`config.mk`:
```
export PLATFORM = sky130hd
export DESIGN_NAME = lcd_segment_common_driver
export DESIGN_NICKNAME = d
export VERILOG_FILES = /design/src/hw/lcd_segment_common_driver.v
export VERILOG_INCLUDE_DIRS = /design/src /design/src/common
export SDC_FILE = /design/constraint.sdc
export NUM_CORES = 2
export LEC_CHECK = 0
export ABC_AREA = 1
export BUFFER_PORTS_ARGS = -buffer_cell sky130_fd_sc_hd__buf_2
export CAP_MARGIN = 20
export CORE_MARGIN = 2
export CORE_UTILIZATION = 60
export CTS_CLUSTER_DIAMETER = 30
export DETAILED_ROUTE_END_ITERATION = 10
export PLACE_DENSITY = 0.79
export SYNTH_ARGS = -nofsm -noshare
export SYNTH_HDL_FRONTEND = slang
export SYNTH_SLANG_ARGS = --single-unit
```
`constraint.sdc`:
```
create_clock -name CLK -period 10.2 [get_ports CLK]
set_clock_uncertainty 0.05 [all_clocks]
set_input_delay 0.51 -clock CLK [delete_from_list [all_inputs] [get_ports CLK]]
set_output_delay 0.51 -clock CLK [all_outputs]
set_load 0.01 [all_outputs]
```
`src/common/lcd_drv_regs.vh`:
```
`ifndef LCD_DRV_REGS_VH
`define LCD_DRV_REGS_VH
// register byte addresses
`define A_PIX_LAST 12'h0FC
`define A_CTRL     12'h100
`define A_PHASE    12'h104
`define A_BREF     12'h108
`define A_CST      12'h10C
`define A_LPWR     12'h110
`define A_PUMP     12'h114
`define A_STAT     12'h118
// control_reg fields
`define CTRL_EN     7
`define CTRL_MUX_HI 4
`define CTRL_MUX_LO 2
`define CTRL_CS_HI  1
`define CTRL_CS_LO  0
// phase_reg fields
`define PH_TYPB     7
`define PH_PSC_HI   3
`define PH_PSC_LO   0
// bias_reference_reg fields
`define BREF_IRE    7
`define BREF_IRS    6
`define BREF_PIN_HI 2
`define BREF_PIN_LO 0
// ladder_power_reg fields
`define LPWR_A_HI   1
`define LPWR_A_LO   0
`define LPWR_B_HI   3
`define LPWR_B_LO   2
`define LPWR_T_HI   7
`define LPWR_T_LO   4
// charge_pump_reg fields
`define PUMP_EN     7
`define PUMP_M13    6
`define PUMP_CST_HI 5
`define PUMP_CST_LO 3
`define PUMP_CLK_HI 1
`define PUMP_CLK_LO 0
// reset values
`define RST_REG8    8'h00
`define RST_CST     3'h0
// fixed divider, half of the ~1 kHz period in source ticks
`define DIV_FAST_HALF 16'h1000
`define DIV_SEC_HALF  16'h0010
`define DIV_SLOW_HALF 16'h0010
// bus answers
`define RESP_OKAY   2'h0
`define RESP_SLVERR 2'h2
`endif

```
`src/hw/lcd_segment_common_driver.v`:
```
`timescale 1ns/1ns
`include "lcd_drv_regs.vh"
// Behaviour
// - pixel bit one drives dark, zero drives clear.
// - one bit per segment and common; row index com*8+seg/8, bit seg%8.
// - bias reference bit 7 selects internal ladder, clear means external.
// - with ladder on, contrast follows three-bit contrast level.
// - bias reference bit 6 selects contrast circuit supply.
// - bias reference bits choose internal or external per bias level.
// - ladder power register picks power modes and interval in each.
// - with ladder off, pump enabled takes contrast from pump bits 5:3.
// - pump third-bias bit set gives one-third, clear gives static.
// - pump clock from its own two-bit select field.
// - static and two commons divide clock by 4*(prescaler+1).
// - three to eight commons divide by commons*(prescaler+1).
// - frame clock from three sources by two-bit select.
// - fixed divider to about 1 kHz; prescaler is the only knob.
// - Type-A inverts inside each common slot; Type-B per frame.
// - every pixel averages zero DC over the balancing period.
// - dark pixels see full drive, clear pixels at most one third.
// - static drive is the same for both types, two levels.
// - Type-A has twice as many slices as commons, four levels.
// - Type-B has as many slices as commons.
// - sleep-capable sources keep the display running in sleep.
// - waveform type bit zero gives Type-A, one gives Type-B.
// - control bit 7 starts or stops all display driving.
module lcd_segment_common_driver #(
  parameter [15:0] HALF_DIV_FAST = `DIV_FAST_HALF,
  parameter [15:0] HALF_DIV_SEC  = `DIV_SEC_HALF,
  parameter [15:0] HALF_DIV_SLOW = `DIV_SLOW_HALF,
  parameter        NSEG          = 64
) (
  // system
  input  wire              CLK,
  input  wire              RST,
  // axi4-lite write
  input  wire              AWVALID,
  output wire              AWREADY,
  input  wire [11:0]       AWADDR,
  input  wire [2:0]        AWPROT,
  input  wire              WVALID,
  output wire              WREADY,
  input  wire [31:0]       WDATA,
  input  wire [3:0]        WSTRB,
  output reg               BVALID,
  input  wire              BREADY,
  output reg  [1:0]        BRESP,
  // axi4-lite read
  input  wire              ARVALID,
  output wire              ARREADY,
  input  wire [11:0]       ARADDR,
  input  wire [2:0]        ARPROT,
  output reg               RVALID,
  input  wire              RREADY,
  output reg  [31:0]       RDATA,
  output reg  [1:0]        RRESP,
  // clock source ticks and sleep
  input  wire              FAST_TICK,
  input  wire              SEC_TICK,
  input  wire              SLOW_TICK,
  input  wire              SLEEP,
  // panel drive, two-bit level codes
  output reg               DRIVE_EN,
  output reg  [15:0]       COM_LVL,
  output reg  [2*NSEG-1:0] SEG_LVL,
  // bias and contrast controls
  output reg               LADDER_EN,
  output reg               CONTRAST_SUPPLY,
  output reg  [2:0]        BIAS_INT,
  output reg  [2:0]        CONTRAST_LVL,
  output reg  [1:0]        LADDER_PWR,
  output reg               PUMP_EN,
  output reg               PUMP_THIRD,
  output reg  [1:0]        PUMP_CLK_SEL
);

  reg [7:0]  ctrl_r;
  reg [7:0]  phase_r;
  reg [7:0]  bref_r;
  reg [2:0]  cst_r;
  reg [7:0]  lpwr_r;
  reg [7:0]  pump_r;
  reg [7:0]  pix [0:63];
  reg        awr_r;
  reg        arr_r;
  reg [15:0] fdiv_r;
  reg        ht_r;
  reg [3:0]  pre_r;
  reg [2:0]  mul_r;
  reg [3:0]  slice_r;
  reg        par_r;
  reg [3:0]  lad_r;
  integer    i;

  // level code of a segment pin for one slice
  function [1:0] seg_code;
    input dark;
    input ph;
    input stat;
    begin
      if (stat)
        seg_code = (dark ^ ph) ? 2'h3 : 2'h0;
      else if (dark)
        seg_code = ph ? 2'h3 : 2'h0;
      else
        seg_code = ph ? 2'h1 : 2'h2;
    end
  endfunction

  // mapped and word-aligned address
  function mapped;
    input [11:0] a;
    begin
      mapped = (a[1:0] == 2'h0) && (a <= `A_STAT);
    end
  endfunction

  wire       en   = ctrl_r[`CTRL_EN];
  wire [2:0] mux  = ctrl_r[`CTRL_MUX_HI:`CTRL_MUX_LO];
  wire [1:0] cs   = ctrl_r[`CTRL_CS_HI:`CTRL_CS_LO];
  wire       typb = phase_r[`PH_TYPB];
  wire [3:0] psc  = phase_r[`PH_PSC_HI:`PH_PSC_LO];
  wire       stat = (mux == 3'h0);

  // ---- bus slave ----
  wire wr_go = AWVALID & WVALID & ~awr_r & ~BVALID;
  wire rd_go = ARVALID & ~arr_r & ~RVALID;
  assign AWREADY = awr_r;
  assign WREADY  = awr_r;
  assign ARREADY = arr_r;

  reg [7:0] rd_val;
  always @* begin
    rd_val = 8'h00;
    if (ARADDR <= `A_PIX_LAST)
      rd_val = pix[ARADDR[7:2]];
    else begin
      case (ARADDR)
        `A_CTRL:  rd_val = ctrl_r;
        `A_PHASE: rd_val = phase_r;
        `A_BREF:  rd_val = bref_r;
        `A_CST:   rd_val = {5'h00, cst_r};
        `A_LPWR:  rd_val = lpwr_r;
        `A_PUMP:  rd_val = pump_r;
        `A_STAT:  rd_val = {2'h0, DRIVE_EN, par_r, slice_r};
        default:  rd_val = 8'h00;
      endcase
    end
  end

  always @(posedge CLK) begin
    if (RST) begin
      awr_r   <= 1'b0;
      arr_r   <= 1'b0;
      BVALID  <= 1'b0;
      BRESP   <= `RESP_OKAY;
      RVALID  <= 1'b0;
      RDATA   <= 32'h00000000;
      RRESP   <= `RESP_OKAY;
      ctrl_r  <= `RST_REG8;
      phase_r <= `RST_REG8;
      bref_r  <= `RST_REG8;
      cst_r   <= `RST_CST;
      lpwr_r  <= `RST_REG8;
      pump_r  <= `RST_REG8;
      for (i = 0; i < 64; i = i + 1)
        pix[i] <= `RST_REG8;
    end else begin
      awr_r <= wr_go;
      arr_r <= rd_go;
      if (BVALID && BREADY)
        BVALID <= 1'b0;
      if (RVALID && RREADY)
        RVALID <= 1'b0;
      if (awr_r) begin
        BVALID <= 1'b1;
        BRESP  <= mapped(AWADDR) ? `RESP_OKAY : `RESP_SLVERR;
        // registers are one byte wide, lane 0 only
        if (mapped(AWADDR) && WSTRB[0]) begin
          if (AWADDR <= `A_PIX_LAST)
            pix[AWADDR[7:2]] <= WDATA[7:0];
          else begin
            case (AWADDR)
              `A_CTRL:  ctrl_r  <= WDATA[7:0];
              `A_PHASE: phase_r <= WDATA[7:0];
              `A_BREF:  bref_r  <= WDATA[7:0];
              `A_CST:   cst_r   <= WDATA[2:0];
              `A_LPWR:  lpwr_r  <= WDATA[7:0];
              `A_PUMP:  pump_r  <= WDATA[7:0];
              default:  ctrl_r  <= ctrl_r;
            endcase
          end
        end
      end
      if (arr_r) begin
        RVALID <= 1'b1;
        RDATA  <= {24'h000000, rd_val};
        RRESP  <= mapped(ARADDR) ? `RESP_OKAY : `RESP_SLVERR;
      end
    end
  end

  // ---- clock source and fixed divider ----
  reg        src_tick;
  reg [15:0] div_top;
  always @* begin
    case (cs)
      2'h0: begin
        src_tick = FAST_TICK & ~SLEEP;
        div_top  = HALF_DIV_FAST;
      end
      2'h1: begin
        src_tick = SEC_TICK;
        div_top  = HALF_DIV_SEC;
      end
      2'h2: begin
        src_tick = SLOW_TICK;
        div_top  = HALF_DIV_SLOW;
      end
      default: begin
        src_tick = 1'b0;
        div_top  = HALF_DIV_SLOW;
      end
    endcase
  end

  // fixed divide, half ticks at ~2 kHz
  always @(posedge CLK) begin
    if (RST || !en) begin
      fdiv_r <= 16'h0000;
      ht_r   <= 1'b0;
    end else begin
      ht_r <= 1'b0;
      if (src_tick) begin
        // >= guards a source switch mid-count
        if (fdiv_r >= div_top - 16'h0001) begin
          fdiv_r <= 16'h0000;
          ht_r   <= 1'b1;
        end else
          fdiv_r <= fdiv_r + 16'h0001;
      end
    end
  end

  // ---- slice timing ----
  reg [2:0] mult;
  reg [3:0] nsl;
  always @* begin
    // static and 1/2 mux use 4*(psc+1) per frame
    // static has two slices either type
    if (stat) begin
      mult = 3'h4;
      nsl  = 4'h2;
    end else if (mux == 3'h1) begin
      mult = typb ? 3'h4 : 3'h2;
      nsl  = typb ? 4'h2 : 4'h4;
    end else begin
      mult = typb ? 3'h2 : 3'h1;
      nsl  = typb ? {1'b0, mux} + 4'h1 : {mux, 1'b0} + 4'h2;
    end
  end

  always @(posedge CLK) begin
    if (RST || !en) begin
      pre_r   <= 4'h0;
      mul_r   <= 3'h0;
      slice_r <= 4'h0;
      par_r   <= 1'b0;
      lad_r   <= 4'h0;
    end else if (ht_r) begin
      if (lad_r != 4'hF)
        lad_r <= lad_r + 4'h1;
      if (pre_r >= psc) begin
        pre_r <= 4'h0;
        if (mul_r >= mult - 3'h1) begin
          mul_r <= 3'h0;
          lad_r <= 4'h0;
          if (slice_r >= nsl - 4'h1) begin
            slice_r <= 4'h0;
            par_r   <= ~par_r;
          end else
            slice_r <= slice_r + 4'h1;
        end else
          mul_r <= mul_r + 3'h1;
      end else
        pre_r <= pre_r + 4'h1;
    end
  end

  // ---- waveform levels ----
  reg [2:0]          com;
  reg                ph;
  reg [15:0]         com_nxt;
  reg [2*NSEG-1:0]   seg_nxt;
  integer            s;
  always @* begin
    // type bit selects A or B
    // A flips inside slot, B per frame
    if (stat || !typb) begin
      com = stat ? 3'h0 : slice_r[3:1];
      ph  = slice_r[0];
    end else begin
      com = slice_r[2:0];
      ph  = par_r;
    end
    com_nxt = 16'h0000;
    seg_nxt = {2*NSEG{1'b0}};
    if (en) begin
      for (s = 0; s < 8; s = s + 1) begin
        // levels mirror each phase for zero DC
        if (stat)
          com_nxt[2*s +: 2] = ph ? 2'h3 : 2'h0;
        else if (s == com)
          com_nxt[2*s +: 2] = ph ? 2'h0 : 2'h3;
        else
          com_nxt[2*s +: 2] = ph ? 2'h2 : 2'h1;
      end
      for (s = 0; s < NSEG; s = s + 1)
        // dark gets 3 steps, clear at most 1
        seg_nxt[2*s +: 2] = seg_code(pix[com*8 + s/8][s%8], ph, stat);
    end
  end

  always @(posedge CLK) begin
    if (RST) begin
      DRIVE_EN        <= 1'b0;
      COM_LVL         <= 16'h0000;
      SEG_LVL         <= {2*NSEG{1'b0}};
      LADDER_EN       <= 1'b0;
      CONTRAST_SUPPLY <= 1'b0;
      BIAS_INT        <= 3'h0;
      CONTRAST_LVL    <= 3'h0;
      LADDER_PWR      <= 2'h0;
      PUMP_EN         <= 1'b0;
      PUMP_THIRD      <= 1'b0;
      PUMP_CLK_SEL    <= 2'h0;
    end else begin
      DRIVE_EN        <= en;
      COM_LVL         <= com_nxt;
      SEG_LVL         <= seg_nxt;
      LADDER_EN       <= bref_r[`BREF_IRE];
      CONTRAST_SUPPLY <= bref_r[`BREF_IRS];
      BIAS_INT        <= bref_r[`BREF_PIN_HI:`BREF_PIN_LO];
      if (bref_r[`BREF_IRE])
        CONTRAST_LVL <= cst_r;
      else if (pump_r[`PUMP_EN])
        CONTRAST_LVL <= pump_r[`PUMP_CST_HI:`PUMP_CST_LO];
      else
        CONTRAST_LVL <= 3'h0;
      // mode A for interval, then mode B
      if (!en)
        LADDER_PWR <= 2'h0;
      else if (lad_r < lpwr_r[`LPWR_T_HI:`LPWR_T_LO])
        LADDER_PWR <= lpwr_r[`LPWR_A_HI:`LPWR_A_LO];
      else
        LADDER_PWR <= lpwr_r[`LPWR_B_HI:`LPWR_B_LO];
      PUMP_EN      <= pump_r[`PUMP_EN];
      PUMP_THIRD   <= pump_r[`PUMP_M13];
      // pump clock select apart from frame clock
      PUMP_CLK_SEL <= pump_r[`PUMP_CLK_HI:`PUMP_CLK_LO];
    end
  end

endmodule

```
# Yosys cells after proc, flatten, opt, wreduce, memory -nomap -nowiden
# Memories as Yosys holds them, arrays and structs flattened.
# Cells that the tools add are included.
op_classes:
  add_sub_neg: 17
  eq_ne: 24
  mux: 254
  reduce_logical: 28
  n_bitwise: 79
  order_cmp: 9
ops:
  columns: ["op", "n"]
  rows:
  - ["2-to-1 mux 2 bit", 216]
  - ["equality test 12 x 9 -> 1 bit (second input constant)", 13]
  - ["XOR 1 bit", 64]
  - ["one-hot mux 8 bit (7 select lines)", 1]
  - ["2-to-1 mux 4 bit", 8]
  - ["AND reduction 4 bit", 7]
  - ["2-to-1 mux 3 bit", 9]
  - ["adder 6 x 3 -> 6 bit (second input constant)", 4]
  - ["less-or-equal comparator 12 x 8 -> 1 bit (second input constant)", 2]
  - ["less-or-equal comparator 12 x 9 -> 1 bit (second input constant)", 2]
  - ["adder 16 x 1 -> 16 bit (second input constant)", 1]
  - ["greater-or-equal comparator 16 bit", 1]
  - ["2-to-1 mux 16 bit", 1]
  - ["2-to-1 mux 8 bit", 2]
  - ["subtractor 16 x 1 -> 16 bit (second input constant)", 1]
  - ["2-to-1 mux 1 bit", 14]
  - ["2-to-1 mux 13 bit", 1]
  - ["adder 4 x 1 -> 4 bit (second input constant)", 3]
  - ["adder 6 x 2 -> 6 bit (second input constant)", 2]
  - ["equality test 3 bit (first input constant)", 4]
  - ["NOT 1 bit", 9]
  - ["greater-or-equal comparator 4 bit", 2]
  - ["OR reduction 8 bit", 1]
  - ["adder 6 x 1 -> 6 bit (second input constant)", 1]
  - ["25 further kinds", 42]
word_totals:
  n_memories: 1
  output_inout_bits: 200
  ramBits: 512
  reg_bits: 251
  inputBits: 77
  word_cells: 443
mem_list:
  columns: ["memory", "depth", "width", "read_ports", "rd_clocked_by_memory_dff", "wr", "line_no", "rtl"]
  rows:
  - ["pix", 64, 8, 9, 0, 64, "lcd_segment_common_driver.v:83", "reg [7:0] pix [0:63];"]

# Longest topological paths before layout
depth:
  ltp_word: 9
  ltp_mapped: 18
  depth_no_buf: 15

# Least setup slack after synthesis
# No wires, ideal clock.
synth_path:
  path_type: "flip-flop to flip-flop"
  start: "register ctrl_r[2]"
  end: "register slice_r[3]"
  stages_incl_launch_ff: 19
  arrival_ps: 3437
  setup_ps: 80
  slack_ps: 6633
  t_required_ps: 10070
  path_buffers: 4
  synth_period_minus_slack_ps: 3567
  cell_sequence: "dfxtp_1 inv_1 ha_1 nand2_1 clkbuf_1 buf_2 buf_1 buf_1 nand2_1 ha_1 xor2_1 ha_1 a21oi_1 o211ai_1 nand2_1 inv_1 nand2_1 nand2_1 nor3b_1"
synth_between:
  elab_chain_cells: 7
  elab_cells_between_ends: 15
  classes_between: "4 x add/sub; 2 x order compare; 1 x eq/ne; 6 x mux; 2 x reduce/logical"
synth_lines:
  columns: ["element", "line_no", "rtl"]
  rows:
  - ["start: declaration", "lcd_segment_common_driver.v:77", "reg [7:0] ctrl_r;"]
  - ["start signal: assignment", "lcd_segment_common_driver.v:160", "ctrl_r <= `RST_REG8;"]
  - ["start signal: assignment", "lcd_segment_common_driver.v:184", "`A_CTRL: ctrl_r <= WDATA[7:0];"]
  - ["start signal: assignment", "lcd_segment_common_driver.v:190", "default: ctrl_r <= ctrl_r;"]
  - ["adder 4 x 2 -> 4 bit or adder 3 x 1 -> 4 bit (tied branches)", "lcd_segment_common_driver.v:259", "nsl = typb ? {1'b0, mux} + 4'h1 : {mux, 1'b0} + 4'h2;"]
  - ["2-to-1 mux 4 bit", "lcd_segment_common_driver.v:259", null]
  - ["2-to-1 mux 4 bit", "lcd_segment_common_driver.v:254", "end else if (mux == 3'h1) begin"]
  - ["2-to-1 mux 4 bit", "lcd_segment_common_driver.v:251", "if (stat) begin"]
  - ["subtractor 4 x 1 -> 4 bit", "lcd_segment_common_driver.v:278", "if (slice_r >= nsl - 4'h1) begin"]
  - ["greater-or-equal comparator 4 bit", "lcd_segment_common_driver.v:278", null]
  - ["2-to-1 mux 4 bit", "lcd_segment_common_driver.v:278", null]
  - ["end signal: assignment", "lcd_segment_common_driver.v:282", "slice_r <= slice_r + 4'h1;"]
  - ["end: declaration", "lcd_segment_common_driver.v:90", "reg [3:0] slice_r;"]
# Parallel ways exist; a longest one is shown, timed or not.
# A chain may end at the register's enable or synchronous reset.

# Worst setup path after layout
layout_path:
  start: "register ctrl_r[2]"
  end: "register SEG_LVL[59]"
layout_between:
  elab_chain_cells: 8
  elab_cells_between_ends: 13
  classes_between: "1 x add/sub; 8 x mux; 1 x bitwise; 2 x reduce/logical; 1 x memory"
layout_lines:
  columns: ["element", "line_no", "rtl"]
  rows:
  - ["zero test 3 bit (*)", "lcd_segment_common_driver.v:123", "wire stat = (mux == 3'h0);"]
  - ["2-to-1 mux 3 bit or logical OR 1 bit (tied branches)", "lcd_segment_common_driver.v:300, lcd_segment_common_driver.v:299", null]
  - ["2-to-1 mux 3 bit", "lcd_segment_common_driver.v:299", "if (stat || !typb) begin"]
  - ["adder 6 x 2 -> 6 bit", "lcd_segment_common_driver.v:320", "seg_nxt[2*s +: 2] = seg_code(pix[com*8 + s/8][s%8], ph, stat);"]
  - ["memory read (64 x 8 bit)", null, null]
  - ["XOR 1 bit", "lcd_segment_common_driver.v:102", "seg_code = (dark ^ ph) ? 2'h3 : 2'h0;"]
  - ["2-to-1 mux 2 bit", "lcd_segment_common_driver.v:102", null]
  - ["2-to-1 mux 2 bit (*)", "lcd_segment_common_driver.v:101", "if (stat)"]
  - ["end signal: assignment", "lcd_segment_common_driver.v:328", "SEG_LVL <= {2*NSEG{1'b0}};"]
  - ["end signal: assignment", "lcd_segment_common_driver.v:340", "SEG_LVL <= seg_nxt;"]
  - ["end: declaration", "lcd_segment_common_driver.v:65", "output reg [2*NSEG-1:0] SEG_LVL,"]
# Every way passes the cells marked *; elsewhere a longest branch is shown, timed or not.

==> results.cfg <==
[grt]
grt_max_degree = 230
antenna_found_initial = 5
grt_pass1_vias = 35600
grt-ovfl-total = 0
grtUsageTotal = 0.406
grt_pass1_wl_um = 213000

[setup_path]
path_max_fanout = 73
crit_chain = inv_1 -> ha_1 -> nand2_4 -> buf_4 -> nand2_4 -> clkinv_2 -> buf_4 -> buf_4 -> nand2_1 -> nand3_1 -> nand2_1 -> nand2_1 -> nand3_1 -> a21oi_1
cpPeakStageDelay_ps = 980
startpoint = ctrl_r[2]
rrSetupSlack_ps = 5240
crit_family = buffers and inverters
startpoint_type = flip-flop
cp-end-kind = flip-flop
crit_type = flip-flop to flip-flop
worstReg2RegEnd = SEG_LVL[59]
ff2ff_path_depth = 14
cp.buffers_inverters = 5
worst-path-stages = 14
r2r-start = ctrl_r[2]
crit_end = SEG_LVL[59]
required_ps = 10800
cp.arrival_ps = 5550
slowest_stage = buf_4

[die]
io_pins = 277
fp-row-count = 95
die_area_um2 = 70100
coreArea_um2 = 67300
die_x_um = 265
initial_core_util = 0.606
die_y_um = 265

[run]
maxCapViolCount = 0

[placed_design]
post-place-cells = 6475
place.gp.congestion = 1.05
dp_slack_ps = 5490
hpwl_um = 95500
place_area_um2 = 42000
io_buffers = 217

[yosys]
synth_top_family_by_area = simple AND/OR/NAND/NOR gates
ys_ff_latch = 754
seq_area_frac_synth = 0.496
synth_edf_count = 512
syn_area_um2 = 40800
synth_cells = 5683
ys_warn_count = 0
yosys.area.top_type = edfxtp_1
yosys.area_share.simple = 0.352
synth-xor-area-share = 0.00236
synthAdderAreaFrac = 0.0104
avgSynthCellArea_um2 = 7.18
synth_ff_type = edfxtp_1
synth-compound-area-share = 0.0622
ys_async_sr_fraction = 0
yosysUniqueCellTypes = 38
synth_area_leaders = edfxtp_1 38%, nand2_1 21%, dfxtp_1 12%
synth_top_area_frac = 0.377
muxShareOfSynthArea = 0

[clocking]
clk_latency_ps = 750
cts_resized = 0
root_buffer = clkbuf_16
cts_sinks = 754
h-tree-depth = 4
clk_pin_slew_ps = 50
cts_tree = done
cts_buffers = 144
cts_buffer_depth = 3

[sta]
maxSlewHeadroom = 0.196
finalWorstSetupSlack_ps = 5240
clock.fmax_mhz = 202
setup_viol = 0
final_hold_viol_count = 0
worstMarginPinSlew_ps = 1200
min_period_ps = 4960
whs_ps = 15.7
rsz0062_at_grt = no
period_share = 0.486
fin_setup_tns_ps = 0
slew_violations = 0

[route]
via_per_inst = 5.90
drt_iter0_drc = 6847
final_antenna_net_count = 0
wirelength_um = 145000
wl_per_cell_um = 21.5
drc_errors = 0
dr.pass1.iters = 7
via_count = 39800

[power]
p_leak_nw = 22.5
ir_drop_uv = 126
powerDensity_nw_per_um2 = 183

[finish]
fin_area_um2 = 46900
drive_above_1_share = 0.0954
final_common_cell = nand2_1
final_cells = 6757
finalNetCount = 5872
most-common-layout-cells = 2,271 x nand2_1, 799 x nor2_1, 512 x edfxtp_1
area_growth_pct = 14.9

[hold_path]
hp-start = WDATA[0]
min_delay_path_depth = 3
hold_class = input port to flip-flop

[run_status]
status = finished clean
-- sequential cells by signal, indices dropped and copies added, names as in the netlist, 3 cells and up --
| register | cells |
|---|---|
| lad_r | 4 |
| ctrl_r | 8 |
| pre_r | 4 |
| BIAS_INT | 3 |
| phase_r | 8 |
| bref_r | 8 |
| SEG_LVL | 128 |
| fdiv_r | 16 |
| slice_r | 4 |
| cst_r | 3 |
| CONTRAST_LVL | 3 |
| lpwr_r | 8 |
| pix | 512 |
| COM_LVL | 9 |
| pump_r | 8 |
| RDATA | 8 |
| mul_r | 3 |
-- cell usage after synthesis (all sizes together), types with 8 or more instances --
cell type	instances
nand3	406
dfxtp	242
nand2	2276
nand4	13
inv	415
edfxtp	512
nor2	807
clkbuf	253
nand3b	53
xor2	8
nor3	23
o21ai	308
ha	34
a21oi	179
buf	120
-- through the flow --
step	power, mW	util
finish	8.59	0.697
global route	8.76	0.697
CTS	8.54	0.697
detailed placement	3.97	0.624
global placement	3.96	0.624
floorplan	3.76	-
-- metal layers --
metal  wire length (um)  part of all wire  vias up  track usage
met4               9110             0.063        2        0.237
met2              61500              0.42     3091        0.590
li1                   -                 -    18200            -
met1              51800              0.36    18000        0.526
met5                138           0.00095        -            0
met3              22900              0.16      561        0.144
-- worst register-to-register path, cell delays in order, from the launching register on --
cell and delay, ps:
dfxtp_1 420, inv_1 120, ha_1 240, nand2_4 310, buf_4 980, nand2_4 90, clkinv_2 60, buf_4 570
buf_4 880, nand2_1 190, nand3_1 430, nand2_1 110, nand2_1 90, nand3_1 100, a21oi_1 230
-- cell type report --
class	instances	area, um2
fill	5404	20400
sequential	754	20200
multi-input combinational	4161	17600
clock buffer	170	3810
timing repair buffer	280	1630
inverter	420	1590
tap	873	1090
clock inverter	95	943
antenna	4	10.0
-- worst min-delay path by stage --
stage | end | slack (ps)
2_1_floorplan | PUMP_CLK_SEL[0] | 370
3_3_place_gp | AWREADY | 370
3_5_place_dp | fdiv_r[14] | 380
4_1_cts | phase_r[0] | 10
5_1_grt | phase_r[0] | 30
6_report | phase_r[0] | 20
-- repair_timing --
action,CTS,global route
hold buffers,12,0
setup buffers,0,0
endpoints found under the hold margin,11,0
-- logic make-up (layout without fill, tap and decap cells) --
family | after synthesis | in the layout
AND/OR/NAND/NOR | 3589 | 3589
buffers and inverters | 793 | 965
flip-flops | 754 | 754
AO/OA/AOI/OAI | 501 | 501
adder cells (fa/ha/maj) | 34 | 34
XOR/XNOR | 11 | 11
other | 1 | 30
-- power by group --
part | switching, mW | internal (mW) | total [mW]
combinational | 0.436 | 0.125 | 0.561
sequential | 0.0450 | 3.35 | 3.39
clock | 1.68 | 2.96 | 4.64
Power figures use the tool's default switching activity.
